`src/verilog/apc_pkg.sv`:
```
// constants, field positions and types of the autoneg/config register bank
// assumes a 10 mhz system clock and management frames sampled on that clock
package apc_pkg;

  // register addresses on the management interface
  localparam logic [4:0]  APC_ADDR_ADVERTISE = 5'h04;
  localparam logic [4:0]  APC_ADDR_PARTNER   = 5'h05;
  localparam logic [4:0]  APC_ADDR_EXPANSION = 5'h06;
  localparam logic [4:0]  APC_ADDR_CONFIG    = 5'h10;

  // advertisement field positions and reset values
  localparam int          ADV_NEXT_PAGE_BIT  = 15;
  localparam int          ADV_ACK_BIT        = 14;
  localparam int          ADV_RF_BIT         = 13;
  localparam int          ADV_FCS_BIT        = 10;
  localparam int          ADV_T4_BIT         = 9;
  localparam int          ADV_ABIL_HI        = 8;
  localparam int          ADV_ABIL_LO        = 5;
  localparam int          ADV_SEL_HI         = 4;
  localparam int          ADV_SEL_LO         = 0;
  localparam logic        ADV_RF_RST         = 1'b0;
  localparam logic        ADV_FCS_RST        = 1'b0;
  localparam logic [3:0]  ADV_ABIL_RST       = 4'hf;
  localparam logic [4:0]  ADV_SEL_RST        = 5'h01;

  // partner ability: bits 12:11 are reserved and read zero
  localparam logic [15:0] LP_KEEP_MASK       = 16'he7ff;
  localparam logic [15:0] LP_RST             = 16'h0000;
  localparam int          LP_NEXT_PAGE_BIT   = 15;
  localparam int          LP_RF_BIT          = 13;

  // expansion field positions
  localparam int          EXP_PDF_BIT        = 4;
  localparam int          EXP_LP_NP_BIT      = 3;
  localparam int          EXP_LOCAL_NP_BIT   = 2;
  localparam int          EXP_PAGE_RX_BIT    = 1;
  localparam int          EXP_LP_AN_BIT      = 0;

  // vendor configuration field positions
  localparam int          CFG_BP_CODING_BIT  = 15;
  localparam int          CFG_BP_SCRAMBLE_BIT = 14;
  localparam int          CFG_BYPASS_SYMBOL_ALIGN_BIT   = 13;
  localparam int          CFG_BP_ADPOK_BIT   = 12;
  localparam int          CFG_REPEATER_BIT   = 11;
  localparam int          CFG_TX_MODE_BIT    = 10;
  localparam int          CFG_RMII_BIT       = 8;
  localparam int          CFG_FORCE_LINK_BIT = 7;
  localparam int          CFG_SPEED_LED_BIT  = 6;
  localparam int          CFG_COL_LED_BIT    = 5;
  localparam int          CFG_LOW_POWER_BIT  = 4;
  localparam int          CFG_SM_RESET_BIT   = 3;
  localparam int          CFG_PREAMBLE_BIT   = 2;
  localparam int          CFG_SLEEP_BIT      = 1;
  localparam int          CFG_LOOP_OUT_BIT   = 0;
  localparam logic [15:0] CFG_RST            = 16'h0414;
  localparam logic [15:0] CFG_WR_MASK        = 16'hfdff;
  localparam logic [15:0] CFG_FIXED_ONES     = 16'h0200;

  // management frame layout
  localparam logic [5:0]  MDIO_PREAMBLE_LEN  = 6'd32;
  localparam logic [5:0]  MDIO_HDR_LAST      = 6'd12;
  localparam logic [5:0]  MDIO_DATA_LAST     = 6'd15;
  localparam logic [1:0]  MDIO_OP_READ       = 2'b10;
  localparam logic [1:0]  MDIO_OP_WRITE      = 2'b01;

  // state machine reset pulse length
  localparam int          CLK_PERIOD_NS      = 100;
  localparam int          SM_RESET_TIME_NS   = 2000;
  localparam logic [7:0]  SM_RESET_CYCLES    = 8'((SM_RESET_TIME_NS + CLK_PERIOD_NS - 1) / CLK_PERIOD_NS);

  // management frame states
  typedef enum logic [3:0] {
    MDIO_PRE  = 4'b0001,
    MDIO_HDR  = 4'b0010,
    MDIO_TA   = 4'b0100,
    MDIO_DATA = 4'b1000
  } apc_mdio_state_t;

endpackage : apc_pkg

```
`src/verilog/apc_mdio_slave.sv`:
```
// serial management frame engine: decodes read and write frames
// assumes mdc and mdio are synchronous to clk_sys_i and far slower than it
`timescale 1ns/1ps
module apc_mdio_slave
  import apc_pkg::*;
(
  input  wire logic        clk_sys_i,          // system clock
  input  wire logic        sys_rst_i,          // synchronous reset
  input  wire logic        mdc_i,              // management clock
  input  wire logic        mdio_i,             // management data in
  output logic             mdio_o,             // management data out
  output logic             mdio_oe_o,          // drive enable
  input  wire logic [4:0]  phy_addr_i,         // own address
  input  wire logic        preamble_skip_i,    // accept frames without preamble
  output logic             rd_req_o,           // read strobe
  output logic             wr_req_o,           // write strobe
  output logic [4:0]       reg_addr_o,         // register address
  output logic [15:0]      wr_data_o,          // write data
  input  wire logic [15:0] rd_data_i           // read data, valid after strobe
);

  typedef struct packed {
    apc_mdio_state_t st;
    logic            mdc;
    logic [5:0]      cnt;
    logic [15:0]     sh;
    logic            rd;
    logic            hit;
    logic            oe;
    logic            out;
    logic [4:0]      addr;
    logic            rd_req;
    logic            wr_req;
  } apc_mdio_regs_t;

  apc_mdio_regs_t q;
  apc_mdio_regs_t d;
  logic           rise;
  logic [12:0]    hdr;

  // rising mdc edge and the header as it completes
  assign rise = mdc_i & ~q.mdc;
  assign hdr  = {q.sh[11:0], mdio_i};

  // frame sequencing, one step per rising mdc edge
  always_comb begin
    d        = q;
    d.mdc    = mdc_i;
    d.rd_req = 1'b0;
    d.wr_req = 1'b0;
    if (rise) begin
      unique case (q.st)
        MDIO_PRE: begin
          if (mdio_i) begin
            if (q.cnt != MDIO_PREAMBLE_LEN) d.cnt = q.cnt + 6'd1;
          end else if (q.cnt == MDIO_PREAMBLE_LEN || preamble_skip_i) begin
            d.st  = MDIO_HDR;
            d.cnt = '0;
          end else begin
            d.cnt = '0;
          end
        end
        MDIO_HDR: begin
          d.sh  = {q.sh[14:0], mdio_i};
          d.cnt = q.cnt + 6'd1;
          if (q.cnt == MDIO_HDR_LAST) begin
            d.cnt  = '0;
            d.addr = hdr[4:0];
            d.rd   = hdr[11:10] == MDIO_OP_READ;
            d.hit  = hdr[9:5] == phy_addr_i;
            if (hdr[12] && (hdr[11:10] == MDIO_OP_READ || hdr[11:10] == MDIO_OP_WRITE)) begin
              d.st     = MDIO_TA;
              d.rd_req = (hdr[11:10] == MDIO_OP_READ) && (hdr[9:5] == phy_addr_i);
            end else begin
              d.st = MDIO_PRE;
            end
          end
        end
        MDIO_TA: begin
          d.cnt = q.cnt + 6'd1;
          if (q.cnt == '0) begin
            d.oe  = q.rd & q.hit;
            d.out = 1'b0;
          end else begin
            d.st  = MDIO_DATA;
            d.cnt = '0;
            d.sh  = rd_data_i;
            d.out = rd_data_i[15];
          end
        end
        MDIO_DATA: begin
          d.cnt = q.cnt + 6'd1;
          if (q.rd) begin
            d.sh  = {q.sh[14:0], 1'b0};
            d.out = q.sh[14];
          end else begin
            d.sh = {q.sh[14:0], mdio_i};
          end
          if (q.cnt == MDIO_DATA_LAST) begin
            d.st     = MDIO_PRE;
            d.cnt    = '0;
            d.oe     = 1'b0;
            d.wr_req = ~q.rd & q.hit;
          end
        end
      endcase
    end
  end

  // state register
  always_ff @(posedge clk_sys_i) begin
    if (sys_rst_i) begin
      q     <= '0;
      q.st  <= MDIO_PRE;
      q.mdc <= 1'b1;
    end else begin
      q <= d;
    end
  end

  assign mdio_o     = q.out;
  assign mdio_oe_o  = q.oe;
  assign rd_req_o   = q.rd_req;
  assign wr_req_o   = q.wr_req;
  assign reg_addr_o = q.addr;
  assign wr_data_o  = q.sh;

endmodule : apc_mdio_slave

```
`src/verilog/apc_autoneg_phy_regs.sv`:
```
// autoneg advertisement, partner, expansion and vendor config registers
// assumes the autoneg state machine, leds and datapath live outside
//
// What this block does
// - next page and four-pair bits read zero
// - local acknowledge comes only from autoneg
// - remote fault advert bit writable, resets zero
// - flow control advert bit writable, resets zero
// - four ability advert bits writable, reset one
// - selector field writable, resets to 00001
// - partner word read-only, captured from autoneg
// - partner acknowledge set by autoneg only
// - parallel detect fault latches until cleared
// - page received latches, clears on expansion read
// - partner autoneg/next-page bits; upper bits zero
// - local next page able reads zero
// - bit 15 bypasses block coding
// - bit 14 bypasses scrambling
// - bit 13 bypasses align, coding and scrambling
// - repeater and reduced mii from straps
// - forced link reports good 100m link
// - speed led disable, duplex/collision led select
// - auto low power enable resets to one
// - state machine reset self clears when done
// - sleep powers down, wake resets state machines
// - remote loop out returns rx to tx
// - basic status remote fault follows partner fault
`timescale 1ns/1ps
module apc_autoneg_phy_regs
  import apc_pkg::*;
(
  input  wire logic        clk_sys_i,              // 10 mhz system clock
  input  wire logic        sys_rst_i,              // synchronous reset, high
  // management interface
  input  wire logic        mdc_i,                  // management clock
  input  wire logic        mdio_i,                 // management data in
  output logic             mdio_o,                 // management data out
  output logic             mdio_oe_o,              // management drive enable
  input  wire logic [4:0]  phy_addr_i,             // own phy address
  // straps sampled during reset
  input  wire logic        strap_repeater_i,       // repeater mode strap
  input  wire logic        strap_rmii_i,           // reduced mii strap
  // autoneg state machine side
  input  wire logic        local_ack_i,            // acknowledge for outgoing bursts
  input  wire logic        lp_word_valid_i,        // partner code word strobe
  input  wire logic [15:0] lp_word_i,              // partner code word
  input  wire logic        lp_autoneg_able_i,      // partner does autoneg
  input  wire logic        parallel_detect_fault_i, // parallel detect fault pulse
  input  wire logic        page_received_i,        // new page pulse
  output logic [15:0]      advertise_word_o,       // local code word
  output logic             status_remote_fault_o,  // to basic status
  // datapath and line status
  input  wire logic        line_link_ok_i,         // link seen on line
  input  wire logic        speed_100_i,            // running at 100m
  input  wire logic        full_duplex_i,          // duplex state
  input  wire logic        collision_i,            // collision seen
  output logic             link_ok_o,              // reported link status
  output logic             bypass_block_coding_o,  // skip 4b5b coding
  output logic             bypass_scrambling_o,    // skip scrambler
  output logic             bypass_symbol_align_o,  // skip symbol alignment
  output logic             bypass_adpok_o,         // vendor adpok bypass
  output logic             tx_mode_o,              // 100base-tx mode
  output logic             repeater_mode_o,        // repeater not node
  output logic             rmii_enable_o,          // reduced mii
  output logic             speed_led_o,            // speed led drive
  output logic             duplex_led_o,           // duplex/collision led drive
  output logic             auto_low_power_enable_o, // auto power reduction allowed
  output logic             state_machine_reset_o,  // resets phy state machines
  output logic             sleep_o,                // power down all but clocks
  output logic             remote_loop_out_o       // loop rx data to tx
);

  typedef struct packed {
    logic        adv_rf;
    logic        adv_fcs;
    logic [3:0]  adv_abil;
    logic [4:0]  adv_sel;
    logic [15:0] lp;
    logic        parallel_detect_fault;
    logic        page_rx;
    logic [15:0] cfg;
    logic [7:0]  sm_cnt;
    logic        rf_status;
    logic [15:0] rd_data;
  } apc_bank_regs_t;

  apc_bank_regs_t q;
  apc_bank_regs_t d;
  apc_bank_regs_t rst_val;

  logic        rd_req;
  logic        wr_req;
  logic [4:0]  reg_addr;
  logic [15:0] wr_data;
  logic [15:0] adv_word;
  logic [15:0] exp_word;
  logic [15:0] cfg_word;
  logic [15:0] rd_mux;
  logic        wr_cfg;

  // serial management frame engine
  apc_mdio_slave u_mdio (
    .clk_sys_i       (clk_sys_i),
    .sys_rst_i       (sys_rst_i),
    .mdc_i           (mdc_i),
    .mdio_i          (mdio_i),
    .mdio_o          (mdio_o),
    .mdio_oe_o       (mdio_oe_o),
    .phy_addr_i      (phy_addr_i),
    .preamble_skip_i (q.cfg[CFG_PREAMBLE_BIT]),
    .rd_req_o        (rd_req),
    .wr_req_o        (wr_req),
    .reg_addr_o      (reg_addr),
    .wr_data_o       (wr_data),
    .rd_data_i       (q.rd_data)
  );

  // read views of the registers
  always_comb begin
    adv_word                          = '0;
    adv_word[ADV_NEXT_PAGE_BIT]       = 1'b0;
    adv_word[ADV_ACK_BIT]             = local_ack_i;
    adv_word[ADV_RF_BIT]              = q.adv_rf;
    adv_word[ADV_FCS_BIT]             = q.adv_fcs;
    adv_word[ADV_T4_BIT]              = 1'b0;
    adv_word[ADV_ABIL_HI:ADV_ABIL_LO] = q.adv_abil;
    adv_word[ADV_SEL_HI:ADV_SEL_LO]   = q.adv_sel;
  end

  // expansion view; bits 15:5 stay zero
  always_comb begin
    exp_word                   = '0;
    exp_word[EXP_PDF_BIT]      = q.parallel_detect_fault;
    exp_word[EXP_LP_NP_BIT]    = q.lp[LP_NEXT_PAGE_BIT];
    exp_word[EXP_LOCAL_NP_BIT] = 1'b0;
    exp_word[EXP_PAGE_RX_BIT]  = q.page_rx;
    exp_word[EXP_LP_AN_BIT]    = lp_autoneg_able_i;
  end

  assign cfg_word = q.cfg | CFG_FIXED_ONES;
  assign wr_cfg   = wr_req && reg_addr == APC_ADDR_CONFIG;

  // read data selection; other addresses answer zero
  always_comb begin
    unique case (reg_addr)
      APC_ADDR_ADVERTISE: rd_mux = adv_word;
      APC_ADDR_PARTNER:   rd_mux = q.lp;
      APC_ADDR_EXPANSION: rd_mux = exp_word;
      APC_ADDR_CONFIG:    rd_mux = cfg_word;
      default:            rd_mux = '0;
    endcase
  end

  // reset image, straps taken while reset is held
  always_comb begin
    rst_val                        = '0;
    rst_val.adv_rf                 = ADV_RF_RST;
    rst_val.adv_fcs                = ADV_FCS_RST;
    rst_val.adv_abil               = ADV_ABIL_RST;
    rst_val.adv_sel                = ADV_SEL_RST;
    rst_val.lp                     = LP_RST;
    rst_val.cfg                    = CFG_RST;
    rst_val.cfg[CFG_REPEATER_BIT]  = strap_repeater_i;
    rst_val.cfg[CFG_RMII_BIT]      = strap_rmii_i;
  end

  // register updates
  always_comb begin
    d = q;
    // advertisement writes; ack, next page and t4 are not stored
    if (wr_req && reg_addr == APC_ADDR_ADVERTISE) begin
      d.adv_rf   = wr_data[ADV_RF_BIT];
      d.adv_fcs  = wr_data[ADV_FCS_BIT];
      d.adv_abil = wr_data[ADV_ABIL_HI:ADV_ABIL_LO];
      d.adv_sel  = wr_data[ADV_SEL_HI:ADV_SEL_LO];
    end
    // partner word, only from autoneg, never from writes
    if (lp_word_valid_i) begin
      d.lp = lp_word_i & LP_KEEP_MASK;
    end
    // latching flags: the read clears, a new event wins
    if (rd_req && reg_addr == APC_ADDR_EXPANSION) begin
      d.parallel_detect_fault     = 1'b0;
      d.page_rx = 1'b0;
    end
    if (parallel_detect_fault_i) d.parallel_detect_fault = 1'b1;
    if (page_received_i) d.page_rx = 1'b1;
    // remote fault reaches basic status a cycle after the partner bit
    d.rf_status = q.lp[LP_RF_BIT];
    // read data captured from the pre-clear values
    if (rd_req) d.rd_data = rd_mux;
    // state machine reset countdown, clears its own bit at the end
    if (q.sm_cnt != '0) begin
      d.sm_cnt = q.sm_cnt - 8'd1;
      if (q.sm_cnt == 8'd1) d.cfg[CFG_SM_RESET_BIT] = 1'b0;
    end
    // configuration writes
    if (wr_cfg) begin
      d.cfg = (wr_data & CFG_WR_MASK) | (q.cfg & ~CFG_WR_MASK);
      // a zero written mid-countdown must not cancel it, nor pin the bit on at its last cycle
      if (q.sm_cnt > 8'd1) d.cfg[CFG_SM_RESET_BIT] = q.cfg[CFG_SM_RESET_BIT] | wr_data[CFG_SM_RESET_BIT];
      if (wr_data[CFG_SM_RESET_BIT]) d.sm_cnt = SM_RESET_CYCLES;
      // leaving sleep keeps settings but restarts the state machines
      if (q.cfg[CFG_SLEEP_BIT] && !wr_data[CFG_SLEEP_BIT]) begin
        d.sm_cnt = SM_RESET_CYCLES;
      end
    end
  end

  // state register
  always_ff @(posedge clk_sys_i) begin
    if (sys_rst_i) begin
      q <= rst_val;
    end else begin
      q <= d;
    end
  end

  // outputs toward autoneg and basic status
  assign advertise_word_o      = adv_word;
  assign status_remote_fault_o = q.rf_status;

  // datapath controls; alignment bypass also skips coding and scrambling
  assign bypass_block_coding_o = q.cfg[CFG_BP_CODING_BIT] | q.cfg[CFG_BYPASS_SYMBOL_ALIGN_BIT];
  assign bypass_scrambling_o   = q.cfg[CFG_BP_SCRAMBLE_BIT] | q.cfg[CFG_BYPASS_SYMBOL_ALIGN_BIT];
  assign bypass_symbol_align_o = q.cfg[CFG_BYPASS_SYMBOL_ALIGN_BIT];
  assign bypass_adpok_o        = q.cfg[CFG_BP_ADPOK_BIT];
  assign tx_mode_o             = q.cfg[CFG_TX_MODE_BIT];
  assign repeater_mode_o       = q.cfg[CFG_REPEATER_BIT];
  assign rmii_enable_o         = q.cfg[CFG_RMII_BIT];

  // forced link only counts at 100m
  assign link_ok_o = line_link_ok_i | (q.cfg[CFG_FORCE_LINK_BIT] & speed_100_i);

  // led behaviour
  assign speed_led_o  = speed_100_i & ~q.cfg[CFG_SPEED_LED_BIT];
  assign duplex_led_o = full_duplex_i | (q.cfg[CFG_COL_LED_BIT] & collision_i);

  // power and test controls
  assign auto_low_power_enable_o = q.cfg[CFG_LOW_POWER_BIT];
  assign sleep_o                 = q.cfg[CFG_SLEEP_BIT];
  assign state_machine_reset_o   = (q.sm_cnt != '0) | q.cfg[CFG_SLEEP_BIT];
  assign remote_loop_out_o       = q.cfg[CFG_LOOP_OUT_BIT];

endmodule : apc_autoneg_phy_regs

```
`config.mk`:
```
export PLATFORM = sky130hd
export DESIGN_NAME = apc_autoneg_phy_regs
export DESIGN_NICKNAME = d
export VERILOG_FILES = /design/src/verilog/apc_pkg.sv /design/src/verilog/apc_mdio_slave.sv /design/src/verilog/apc_autoneg_phy_regs.sv
export SDC_FILE = /design/constraint.sdc
export NUM_CORES = 1
export LEC_CHECK = 0
export BUFFER_PORTS_ARGS = -buffer_cell sky130_fd_sc_hd__buf_2
export CAP_MARGIN = 15
export CORE_MARGIN = 2
export CORE_UTILIZATION = 40
export CTS_BUF_LIST = sky130_fd_sc_hd__clkbuf_4 sky130_fd_sc_hd__clkbuf_8
export DETAILED_ROUTE_END_ITERATION = 8
export RECOVER_POWER = 50
export SLEW_MARGIN = 20
export SYNTH_ARGS = -nofsm -noshare
export SYNTH_HDL_FRONTEND = slang
export SYNTH_SLANG_ARGS = --single-unit
```
`constraint.sdc`:
```
create_clock -name clk_sys_i -period 4.37 [get_ports clk_sys_i]
set_clock_uncertainty 0.15 [all_clocks]
set_input_delay 0.874 -clock clk_sys_i [delete_from_list [all_inputs] [get_ports clk_sys_i]]
set_output_delay 0.874 -clock clk_sys_i [all_outputs]
set_load 0.02 [all_outputs]
```
==> results by group <==
STA
  – Final Max Tran Viols: 81
  – Setup-failing EPs final: 0
  – Worst slew pin tran: 1.614 ns
  – Max Freq: 0.3251 GHz
  – RSZ-0062 raised after global routing: false
  – Setup TNS: 0 ns
  – Crit path time final: 3.076 ns
  – Slew margin rel.: -7.581%
  – Final period util: 70.38%
  – Hold Vio Cnt, Final: 0

Layout
  – Layout cells sized above 1: 13.85%
  – Layout Area Growth over Synthesis: 9.510%
  – Inserted Diodes: 0
  – Finished Layout Cells: 732
  – Filler cells: 1202
  – Nets: 621

Power
  – Sequential share of power: 53.5%
  – Combinational power share: 13.6%
  – Clk pwr share: 32.9%
  – Switch Pwr: 0.5360 mW
  – Internal Power: 1.392 mW
  – Power, Total: 1.928 mW
  – Ratio of total power to cell area: 356.8 mW/mm^2
  – Sw frac: 27.80%
  – Static Leakage: 1.977 nW
  – Peak supply drop: 0.2366 mV

Detailed routing
  – Vias/cell: 5.577
  – Via Count: 4082
  – DRC viols: 0
  – DR iter-0 viols: 235
  – Drt wl/cell: 16.60 um
  – Routed Antenna Nets: 0
  – WL final: 12.15 mm
  – 1st-pass router iterations: 5

Floorplan
  – Die H: 115.1 um
  – Starting Density: 41.07%
  – Die area: 0.01324 sq mm
  – Core area: 0.01201 sq mm
  – Number of placement rows: 40
  – Die X: 115.1 um
  – # IOs: 69

Setup path
  – Crit path capture type: flop
  – CP Max Fanout: 18
  – CP arrival: 3.20 ns
  – Critical path startpoint category: flop
  – Crit path required time: 4.49 ns
  – Critical path class: flop to flop

Yosys
  – Post-synthesis sequential area ratio: 43.01%
  – Ys async rst share: 0%
  – Ys Warns: 0
  – Post-Synthesis Cells: 549
  – Synthesized area per cell: 8.986 sq um
  – Flops & latches, synth: 105
  – Synth Flop Type: dfxtp_1
  – EDFF count, synth: 2
  – Synth cell types: 58
  – Post-Syn Area: 0.004933 sq mm

Placed design
  – Port buffer count: 62
  – DP Wirelength: 8.143 mm
  – Post-placement cell count: 716
  – Final RePlAce weighted congestion: 0.8594

Global route
  – Initial antenna violation count: 0
  – GR Overflow Total: 0
  – First-pass GRT wire length: 19.58 mm
  – Vias in the first global route: 3843
  – Gr usage total: 18.79%
  – Largest net degree at the start of global routing: 81

Clocking
  – H-Tree Level Count: 3
  – Worst-skew pair later-pin latency: 0.38 ns
  – Post-CTS setup buffer count: 0
  – Root buffer cell: clkbuf_8
  – CTS tree: done
  – Clock transition at the registers of the reported paths: 0.10 ns
  – CTS Buf Count: 9
  – Max clock buf depth: 2
  – CTS sink cnt: 105
  – CTS resizes: 0
  – Hold-fix buffers, CTS: 0

Flow run
  – Max-cap viol count: 1

Outcome
  – Outcome: complete, but fails checks
  – Failing checks: max-capacitance violations, max-slew violations

Hold path
  – Min-Delay Path Class: flop to flop
[placed cells by master, fill, tap and decap left out, types with 3 or more instances in the layout]
master / count
a22oi_1: 24
or2_2: 6
o21ai_0: 8
nand3b_1: 3
ha_1: 5
nor2b_1: 5
buf_2: 36
and2_1: 9
nor2_1: 69
a211oi_1: 23
clkbuf_1: 27
xnor2_1: 5
nand2_1: 33
clkbuf_8: 9
or4b_1: 3
nor4_1: 3
a21oi_1: 23
buf_4: 5
inv_1: 16
conb_1: 4
o22ai_1: 9
dfxtp_1: 103
nor4b_1: 5
mux2i_1: 41
a222oi_1: 8
a21o_1: 10
or3_1: 5
xor2_1: 6
nand2b_1: 14
nand3_1: 19
nor3_1: 7
[metal layers]
metal / wire length, um / track usage, % / share of wire [%] / vias up
met1: 5792 / 25.74 / 48 / 1939
met4: 187 / 4.819 / 1.5 / 0
met2: 5469 / 29.10 / 45 / 124
met3: 703 / 5.535 / 5.8 / 17
met5: 0 / 0 / 0 / -
li1: - / - / - / 2002
[per-stage QoR]
stage               hold WS [ns]  utilization [%]  cell area [sq um]  setup WS [ns]
floorplan                 0.2824                -               4945          1.890
global placement          0.3057            43.66               5244          1.352
detailed placement        0.3105            43.72               5251          1.401
CTS                       0.3276            45.43               5456          1.365
global route              0.3442            44.98               5403          1.085
finish                    0.3268            44.98               5403          1.294
[flip-flops by register name, summed over array words and instances (netlist names), 3 cells and up]
signal and count:
exp_word 3, u_mdio.q 13, u_mdio.reg_addr_o 5, q 36, cfg_word 7, u_mdio.wr_data_o 16, advertise_word_o 11
[layout make-up]
type	count	area, sq um	share of cell area [%]
multi-input combinational	379	2507	46.41
sequential	105	2122	39.28
timing repair buffer	69	324.1	5.998
tap	147	183.9	3.404
clock buffer	10	131.4	2.432
clock inverter	6	73.82	1.366
inverter	16	60.06	1.112
[cells by family after synthesis]
group | synth area share [%]
XOR/XNOR | 1.953
multiplexers | 8.775
AO/OA/AOI/OAI | 16.92
adder cells (fa/ha/maj) | 1.268
AND/OR/NAND/NOR | 21.23
buffers and inverters | 6.771
flip-flops | 43.01
other | 0.07601
[power groups by stage]
stage                     logic, mW  registers, mW  clock network (mW)
after floorplan               0.208           1.04                   0
after global placement        0.254           1.05                   0
after detailed placement      0.261           1.05                   0
after CTS                     0.261           1.03               0.651
after global routing          0.299           1.04               0.688
final                         0.261           1.03               0.635
[final timing paths]
| kind | startpoint | endpoint | slack [ns] | cells past startpoint |
|---|---|---|---|---|
| max | u_mdio.wr_req_o | q[22] | 1.29 | 5 |
| min | q[4] | q[4] | 0.33 | 2 |
| max reg2reg | u_mdio.wr_req_o | q[22] | 1.29 | 5 |
| min reg2reg | q[4] | q[4] | 0.33 | 2 |
[cell usage after synthesis (all sizes together), types with 3 or more instances]
cell type  instances  area [sq um]
nor3               8         40.04
o22ai              9         56.30
inv               16         60.06
nor2b              5         31.28
nand2b            14         87.58
nand3b             3         22.52
a21o              10         75.07
xor2               6         52.55
or3                5         31.28
or3b               3         26.28
a31oi              3         25.02
mux2i             41         410.4
a21oi             24         123.9
nor2              69         259.0
dfxtp            103          2062
xnor2              5         43.79
a222oi             8         80.08
buf               28         182.7
a211oi            23         172.7
nand3             19         95.09
ha                 5         62.56
nand2             33         123.9
nor4               5         46.29
a22oi             24         180.2
clkbuf            24         91.33
or4b               5         53.80
or2                6         37.54
nor4b              7         73.82
o21ai              9         45.04
and2               9         56.30
[critical path: stages (launching register included)]
cell	delay, ns
dfxtp_1	0.65
nor4bb_1	0.34
clkbuf_1	0.99
o21ai_0	0.48
nand3_1	0.30
nor2_1	0.07
Power figures use the tool's default switching activity.
